===== src/logic/gpio_port_regs.svh =====
// register offsets, reset values and field positions of the port block
//
// Notes on behaviour
// - a pin is plain port i/o only when the crossbar has not claimed it and no analog use holds it.
// - port data registers sit at 0x80, 0x90 and 0xa0 and take both byte and single-bit access.
// - a write stores into the output latch, which keeps driving the pins until written again.
// - an ordinary read returns the pin levels, whatever the crossbar settings are.
// - logic, jump-and-clear, complement, increment, decrement, loop ops and bit moves count as read-modify-write.
// - a read-modify-write takes its operand from the latch, not the pins, and writes the result back.
// - each port 0 drive-select bit picks open-drain at 0 and push-pull at 1, bit n for pin n.
// - a port 0 drive-select bit is ignored while its analog-digital select bit is 0.
`ifndef GPIO_PORT_REGS_SVH
`define GPIO_PORT_REGS_SVH
`define ADDR_PORT_ZERO_LATCH 8'h80
`define ADDR_PORT_ONE_LATCH 8'h90
`define ADDR_PORT_TWO_LATCH 8'ha0
`define ADDR_PORT_ZERO_DRIVE_SELECT 8'ha4
`define RST_PORT_ZERO_LATCH 8'hff
`define RST_PORT_ONE_LATCH 8'hff
`define RST_PORT_TWO_LATCH 1'b1
`define RST_PORT_ZERO_DRIVE_SELECT 8'h00
`define PORT_TWO_PIN_BIT 0
`endif


===== src/logic/gpio_port_pkg.sv =====
// types shared by the port block
`default_nettype none
package gpio_port_pkg;
  typedef logic [7:0] byte_t;
  typedef logic [2:0] bit_index_t;
endpackage : gpio_port_pkg
`default_nettype wire


===== src/logic/pin_sync.sv =====
// two-flop synchroniser for a group of pin inputs
`timescale 1ns/1ps
`default_nettype none
module pin_sync #(
  parameter int WIDTH = 8
) (
  // clock and reset
  input wire logic ref_clk,
  input wire logic rst_n,
  // data
  input wire logic [WIDTH-1:0] async_in,
  output logic [WIDTH-1:0] sync_out
);
  logic [WIDTH-1:0] meta_q;
  always_ff @(posedge ref_clk or negedge rst_n) begin
    if (!rst_n) begin
      meta_q <= '0;
      sync_out <= '0;
    end else begin
      meta_q <= async_in;
      sync_out <= meta_q;
    end
  end
endmodule : pin_sync
`default_nettype wire


===== src/logic/general_purpose_port_io.sv =====
// port i/o block: latches, pin reads, read-modify-write and drive modes
`timescale 1ns/1ps
`default_nettype none
`include "gpio_port_regs.svh"
module general_purpose_port_io
  import gpio_port_pkg::*;
(
  // clock and reset
  input wire logic ref_clk,
  input wire logic rst_n,
  // special function register access from the core
  input wire logic [7:0] sfr_addr,
  input wire logic sfr_wr,
  input wire logic sfr_rd,
  input wire logic sfr_rmw,
  input wire logic sfr_bit_op,
  input wire logic [2:0] sfr_bit_sel,
  input wire logic [7:0] sfr_wdata,
  output logic [7:0] sfr_rdata,
  // crossbar, analog and port 1 drive-select configuration
  input wire logic [7:0] port_zero_crossbar_claim,
  input wire logic [7:0] port_one_crossbar_claim,
  input wire logic port_two_crossbar_claim,
  input wire logic [7:0] port_zero_crossbar_out,
  input wire logic [7:0] port_one_crossbar_out,
  input wire logic port_two_crossbar_out,
  input wire logic [7:0] port_zero_analog_digital_select,
  input wire logic [7:0] port_one_analog_digital_select,
  input wire logic [7:0] port_one_drive_select,
  // port pins
  input wire logic [7:0] port_zero_pin_in,
  output logic [7:0] port_zero_pin_out,
  output logic [7:0] port_zero_pin_oe,
  input wire logic [7:0] port_one_pin_in,
  output logic [7:0] port_one_pin_out,
  output logic [7:0] port_one_pin_oe,
  input wire logic port_two_pin_in,
  output logic port_two_pin_out,
  output logic port_two_pin_oe
);
  // ****************************************
  // reset release
  // ****************************************
  logic rst_meta_q;
  logic rst_sync_n;
  always_ff @(posedge ref_clk or negedge rst_n) begin
    if (!rst_n) begin
      rst_meta_q <= 1'b0;
      rst_sync_n <= 1'b0;
    end else begin
      rst_meta_q <= 1'b1;
      rst_sync_n <= rst_meta_q;
    end
  end

  // ****************************************
  // pin synchronisers
  // ****************************************
  byte_t p0_sync;
  byte_t p1_sync;
  logic [0:0] p2_sync;
  pin_sync #(.WIDTH(8)) u_sync_p0 (
    .ref_clk(ref_clk),
    .rst_n(rst_sync_n),
    .async_in(port_zero_pin_in),
    .sync_out(p0_sync)
  );
  pin_sync #(.WIDTH(8)) u_sync_p1 (
    .ref_clk(ref_clk),
    .rst_n(rst_sync_n),
    .async_in(port_one_pin_in),
    .sync_out(p1_sync)
  );
  pin_sync #(.WIDTH(1)) u_sync_p2 (
    .ref_clk(ref_clk),
    .rst_n(rst_sync_n),
    .async_in(port_two_pin_in),
    .sync_out(p2_sync)
  );

  // ****************************************
  // address decode
  // ****************************************
  byte_t p0_latch_q;
  byte_t p1_latch_q;
  logic p2_latch_q;
  byte_t p0_drive_q;
  wire sel_p0 = (sfr_addr == `ADDR_PORT_ZERO_LATCH);
  wire sel_p1 = (sfr_addr == `ADDR_PORT_ONE_LATCH);
  wire sel_p2 = (sfr_addr == `ADDR_PORT_TWO_LATCH);
  wire sel_md = (sfr_addr == `ADDR_PORT_ZERO_DRIVE_SELECT);

  // ****************************************
  // read paths
  // ****************************************
  // analog pins read as zero; crossbar claim does not hide the pin
  wire [7:0] p0_pin_view = p0_sync & port_zero_analog_digital_select;
  wire [7:0] p1_pin_view = p1_sync & port_one_analog_digital_select;
  wire [7:0] p2_pin_view = {7'h00, p2_sync[0]};
  wire [7:0] p2_latch_view = {7'h00, p2_latch_q};
  // read-modify-write sees the latch, ordinary reads see the pins
  wire [7:0] p0_read = sfr_rmw ? p0_latch_q : p0_pin_view;
  wire [7:0] p1_read = sfr_rmw ? p1_latch_q : p1_pin_view;
  wire [7:0] p2_read = sfr_rmw ? p2_latch_view : p2_pin_view;
  wire [7:0] rdata_d;
  assign rdata_d = sel_p0 ? p0_read :
                   sel_p1 ? p1_read :
                   sel_p2 ? p2_read :
                   sel_md ? p0_drive_q : 8'h00;

  // ****************************************
  // write paths
  // ****************************************
  // single-bit writes merge into the latch so other bits keep their value
  wire [7:0] bit_mask = 8'h01 << sfr_bit_sel;
  wire [7:0] bit_val = sfr_wdata[0] ? bit_mask : 8'h00;
  wire [7:0] p0_wval = sfr_bit_op ? ((p0_latch_q & ~bit_mask) | bit_val) : sfr_wdata;
  wire [7:0] p1_wval = sfr_bit_op ? ((p1_latch_q & ~bit_mask) | bit_val) : sfr_wdata;
  wire [7:0] p2_wval = sfr_bit_op ? ((p2_latch_view & ~bit_mask) | bit_val) : sfr_wdata;
  wire [7:0] md_wval = sfr_bit_op ? ((p0_drive_q & ~bit_mask) | bit_val) : sfr_wdata;
  // unmapped addresses raise no enable, so such writes vanish
  wire wr_p0 = sfr_wr && sel_p0;
  wire wr_p1 = sfr_wr && sel_p1;
  wire wr_p2 = sfr_wr && sel_p2;
  wire wr_md = sfr_wr && sel_md;

  // ****************************************
  // port latches and drive select
  // ****************************************
  // a write and a read-modify-write read may share a cycle; the read sees the old latch
  always_ff @(posedge ref_clk or negedge rst_sync_n) begin
    if (!rst_sync_n) begin
      p0_latch_q <= `RST_PORT_ZERO_LATCH;
    end else if (wr_p0) begin
      p0_latch_q <= p0_wval;
    end
  end

  always_ff @(posedge ref_clk or negedge rst_sync_n) begin
    if (!rst_sync_n) begin
      p1_latch_q <= `RST_PORT_ONE_LATCH;
    end else if (wr_p1) begin
      p1_latch_q <= p1_wval;
    end
  end

  always_ff @(posedge ref_clk or negedge rst_sync_n) begin
    if (!rst_sync_n) begin
      p2_latch_q <= `RST_PORT_TWO_LATCH;
    end else if (wr_p2) begin
      p2_latch_q <= p2_wval[`PORT_TWO_PIN_BIT];
    end
  end

  always_ff @(posedge ref_clk or negedge rst_sync_n) begin
    if (!rst_sync_n) begin
      p0_drive_q <= `RST_PORT_ZERO_DRIVE_SELECT;
    end else if (wr_md) begin
      p0_drive_q <= md_wval;
    end
  end

  // ****************************************
  // read data register
  // ****************************************
  // holds until the next read, so the core may take it late
  always_ff @(posedge ref_clk or negedge rst_sync_n) begin
    if (!rst_sync_n) begin
      sfr_rdata <= 8'h00;
    end else if (sfr_rd) begin
      sfr_rdata <= rdata_d;
    end
  end

  // ****************************************
  // pin drive
  // ****************************************
  // analog pins never drive; drive select only matters on digital pins
  wire [7:0] p0_pp = p0_drive_q & port_zero_analog_digital_select;
  wire [7:0] p1_pp = port_one_drive_select & port_one_analog_digital_select;
  wire [7:0] p0_val = port_zero_crossbar_claim & port_zero_crossbar_out |
                      ~port_zero_crossbar_claim & p0_latch_q;
  wire [7:0] p1_val = port_one_crossbar_claim & port_one_crossbar_out |
                      ~port_one_crossbar_claim & p1_latch_q;
  wire p2_val = port_two_crossbar_claim ? port_two_crossbar_out : p2_latch_q;
  wire [7:0] p0_oe_d = port_zero_analog_digital_select & (~p0_val | p0_pp);
  wire [7:0] p1_oe_d = port_one_analog_digital_select & (~p1_val | p1_pp);
  // port 2 has no drive-select register here, so it stays open-drain
  wire p2_oe_d = ~p2_val;

  // ****************************************
  // pin output registers
  // ****************************************
  // nothing drives during reset, so no pin glitches before the latch is known
  always_ff @(posedge ref_clk or negedge rst_sync_n) begin
    if (!rst_sync_n) begin
      port_zero_pin_out <= 8'h00;
      port_zero_pin_oe <= 8'h00;
    end else begin
      port_zero_pin_out <= p0_val;
      port_zero_pin_oe <= p0_oe_d;
    end
  end

  always_ff @(posedge ref_clk or negedge rst_sync_n) begin
    if (!rst_sync_n) begin
      port_one_pin_out <= 8'h00;
      port_one_pin_oe <= 8'h00;
    end else begin
      port_one_pin_out <= p1_val;
      port_one_pin_oe <= p1_oe_d;
    end
  end

  always_ff @(posedge ref_clk or negedge rst_sync_n) begin
    if (!rst_sync_n) begin
      port_two_pin_out <= 1'b0;
      port_two_pin_oe <= 1'b0;
    end else begin
      port_two_pin_out <= p2_val;
      port_two_pin_oe <= p2_oe_d;
    end
  end
endmodule : general_purpose_port_io
`default_nettype wire


===== config.mk =====
export PLATFORM = sky130hd
export DESIGN_NAME = general_purpose_port_io
export DESIGN_NICKNAME = d
export VERILOG_FILES = /design/src/logic/gpio_port_pkg.sv /design/src/logic/pin_sync.sv /design/src/logic/general_purpose_port_io.sv
export VERILOG_INCLUDE_DIRS = /design/src /design/src/logic
export SDC_FILE = /design/constraint.sdc
export NUM_CORES = 1
export LEC_CHECK = 0
export ABC_CLOCK_PERIOD_IN_PS = 4000
export BUFFER_PORTS_ARGS = -buffer_cell sky130_fd_sc_hd__buf_4
export CORE_UTILIZATION = 50
export CTS_CLUSTER_SIZE = 24
export DETAILED_ROUTE_END_ITERATION = 10
export PLACE_DENSITY = 0.8
export SLEW_MARGIN = 25
export SYNTH_ARGS = -nofsm -noshare
export SYNTH_HDL_FRONTEND = slang
export SYNTH_SLANG_ARGS = --single-unit

===== constraint.sdc =====
create_clock -name ref_clk -period 4 [get_ports ref_clk]
set_clock_uncertainty 0.1 [all_clocks]
set_input_delay 0.6 -clock ref_clk [delete_from_list [all_inputs] [get_ports ref_clk]]
set_output_delay 0.6 -clock ref_clk [all_outputs]
set_load 0.05 [all_outputs]

==> results <==
- The run finished with clean final reports.
- In this run the core area contains 32 standard-cell rows.
- The total vias in the final route is 2,970.
- The number of optimization iterations in the first detailed-route pass is 4.
- The via count of the first global-routing pass is 2,980.
- The initial antenna violation count was 0.
- The slowest stage of the critical path is the and4b_1 cell.
- The Yosys step of the flow raised 0 warnings.
- Counting both buffers and inverters, the worst setup path holds a total of 1.
- The congestion estimate from routability-driven global placement came to 0.743.
- The arrival time at the worst endpoint is 2.08 ns.
- The overall die area is 0.00868 mm2.
- On the worst path, the slowest cell contributes a delay of 0.48 ns.
- The class of the worst hold path is flip-flop to asynchronous set/reset pin.
- The maximum buffer depth of the clock tree is 2.
- The largest net degree at the start of global routing is 77.
- Setup repair after global routing left no endpoint under its margin.
- For the pin with the worst max-slew slack, the measured transition is 0.499 ns.
- The post-synthesis cell count is 329.
- The leakage power is 2.65 nW.
- The detailed router finished its first iteration with 116 violations.
- Along the worst path, the maximum fanout reaches 8.
- The leading cell type in the layout, fill and taps excluded is buf_4.
- The total global routing overflow is 0.
- The routed wire length is 8.90 mm.
- The fraction of synthesized cell area taken by the top area cell type is 0.518.
- For the worst setup path, the data required time is 4.19 ns.
- Measured against its own limit, the worst slew margin works out to 0.665.
- The HPWL reported at the end of detailed placement is 6.35 mm.
- The count of endpoints failing hold in the final timing report is 0.
- The overall routing resource usage is 0.214.
- The final layout net count is 568.
- Setup violations remaining at the end of the flow were counted as 0.
- The area growth from synthesis to layout is 32.5%.
- TritonCTS created 9 clock buffers.
- The clock tree from TritonCTS is done.
- The maximum vdd drop is 0.000222 V.
- The count of non-filler cells in the finished layout is 575.
- The worst setup path is launched from an input pin.
- During placement, the flow inserted port buffers numbering 141.
- The starting density of the core is 0.527.
- After synthesis, the share of flip-flops with an asynchronous set or reset is 1.00.
- Dividing the synthesized area by the synthesized cell count gives 12.6 um2.
- Power spread over the standard cell area amounts to 370 mW/mm2.
- The tree is rooted in a clkbuf_8.
- From bottom edge to top edge, the die measures 93.2 um.
- The tool flagged a number of max-cap violations equal to 0.
- After detailed placement, the design holds a cell count of 557.
- The clock sink total is 103.
- The number of nets in the synthesized netlist is 429.
- CTS built an H-tree with a depth of 3.
- The number of pins exceeding their max-slew limit in the final report is 0.
- The count of different cell masters after synthesis is 36.
- The DRC violation count after routing is 0.
- The achievable frequency is 528 MHz.
- Measured along the x axis, the die boundary spans 93.2 um.
- The post-detailed-route via-to-cell ratio is 5.17.
- In the layout the commonest cells are buf_4 (142), dfrtp_1 (85), nand2_1 (41).
- The sum of negative setup slack is 0 ns.
- The repair_antennas step left the layout with diodes totalling 0.
- The most used flip-flop cell after synthesis is dfrtp_1.
- The core region is 0.00789 mm2.
- By area the synthesized netlist is led by dfrtp_1 (52%), dfstp_2 (11%), mux2_2 (9.5%), nand2_1 (3.7%), a21boi_0 (2.9%).
- The latest clock arrival within the worst-skew pair is 0.35 ns.
- The detailed-route wire length per cell is 15.5 um.
- Counting I/O delays and the setup requirement, the final critical path takes 1.89 ns.
- The endpoint kind of the worst setup timing path is a flip-flop.
- Of the cells placed in the final design, the portion with a size suffix greater than 1 is 0.463.
- The worst setup path is of the input pin to flip-flop kind.
- The global-route wire length before repair is 14.0 mm.
- The clock input transition at the sequential cells of the worst setup and hold paths is 0.09 ns.
- The post-route clock period utilization is 0.473.
- After synthesis the cells add up to 0.00416 mm2.
- The fraction of the yosys area taken by sequential cells is 0.625.
- The kind of cell with the highest combined delay along the critical path is simple AND/OR/NAND/NOR gates.
- The post-route antenna net violation count is 0.
- The library cell occupying the most area in the post-synthesis netlist is dfrtp_1.
- Walking the worst path, the cells encountered are buf_4, nor4_2, and4b_1, nand2_1, mux2_1.
- The flop and latch count out of synthesis is 103.
- The number of enable-type register cells in the synthesized netlist is 0.
- 142 I/O pins were placed.
- The final standard cell utilization of the core is 0.698.
==> kinds of logic after synthesis <==
family | Yosys count | share of synthesized area
flops | 103 | 0.625
simple gates | 84 | 0.111
compound gates | 56 | 0.0999
mux | 44 | 0.122
buf+inv | 41 | 0.0412
other cells | 1 | 0.000902
==> power by group <==
| group | internal (W) | switching (W) | total [W] |
|---|---|---|---|
| Clock | 0.000308 | 0.000338 | 0.000645 |
| Sequential | 0.00109 | 0.0000184 | 0.00111 |
| Combinational | 0.000128 | 0.000159 | 0.000287 |
| Total | 0.00152 | 0.000515 | 0.00204 |
==> synth_stat cells (2+ instances only) <==
master and number:
dfstp_2 17, clkbuf_1 8, nand3b_1 6, o211ai_1 4, a221o_1 6, mux2i_1 3
mux2_1 2, buf_2 5, nand3_1 3, a21bo_2 4, nor2b_1 16, nand4_1 7
a31oi_1 6, o31ai_1 2, mux2_2 35, o21ai_0 11, nand2_1 41, mux2_4 4
and4_1 3, dfrtp_1 86, inv_1 25, a21boi_0 16, a221oi_1 6
==> what timing repair did <==
item,4_1_cts,5_1_grt
hold buffers,1,0
endpoints found under the hold margin,2,0
gates resized for setup,0,0
buffers inserted,0,0
==> metal layers <==
layer,vias up,track usage,wire length [um]
li1,1413,-,-
met1,1424,0.267,3660
met2,120,0.358,4410
met3,13,0.0561,643
met4,0,0.0833,193
met5,-,0,0
==> layout make-up <==
| class | instances | area, um2 |
|---|---|---|
| sequential | 103 | 2600 |
| fill | 584 | 2380 |
| multi-input combinational | 185 | 1390 |
| timing repair buffer | 144 | 1100 |
| clock buffer | 13 | 149 |
| tap | 102 | 128 |
| inverter | 25 | 93.8 |
| clock inverter | 3 | 45.0 |
==> through the flow <==
step	total power, W	area, um2	hold slack (ns)	setup slack (ns)
floorplan	0.00128	4160	0.204	0.848
global placement	0.00140	5280	0.231	1.79
detailed placement	0.00141	5280	0.235	1.77
CTS	0.00205	5480	0.226	2.13
global route	0.00212	5510	0.127	2.01
finish	0.00204	5510	0.112	2.11
==> worst paths after layout <==
check | startpoint | endpoint | slack (ns) | depth (start not counted)
min reg2reg | rst_sync_n$_DFF_PN0_ | u_sync_p2.meta_q$_DFF_PN0_ | 0.11 | 0
max reg2reg | u_sync_p0.sync_out[7]$_DFF_PN0_ | sfr_rdata[7]$_DFFE_PN0P_ | 2.65 | 4
max in group asynchronous | rst_sync_n$_DFF_PN0_ | port_one_pin_oe[1]$_DFF_PN0_ | 2.73 | 2
max | sfr_addr[1] | flip-flop | 2.11 | 5
min in group ref_clk | port_two_pin_in | u_sync_p2.meta_q$_DFF_PN0_ | 0.24 | 1
min | rst_sync_n$_DFF_PN0_ | u_sync_p2.meta_q$_DFF_PN0_ | 0.11 | 0
(Power assumes the default switching activity.)
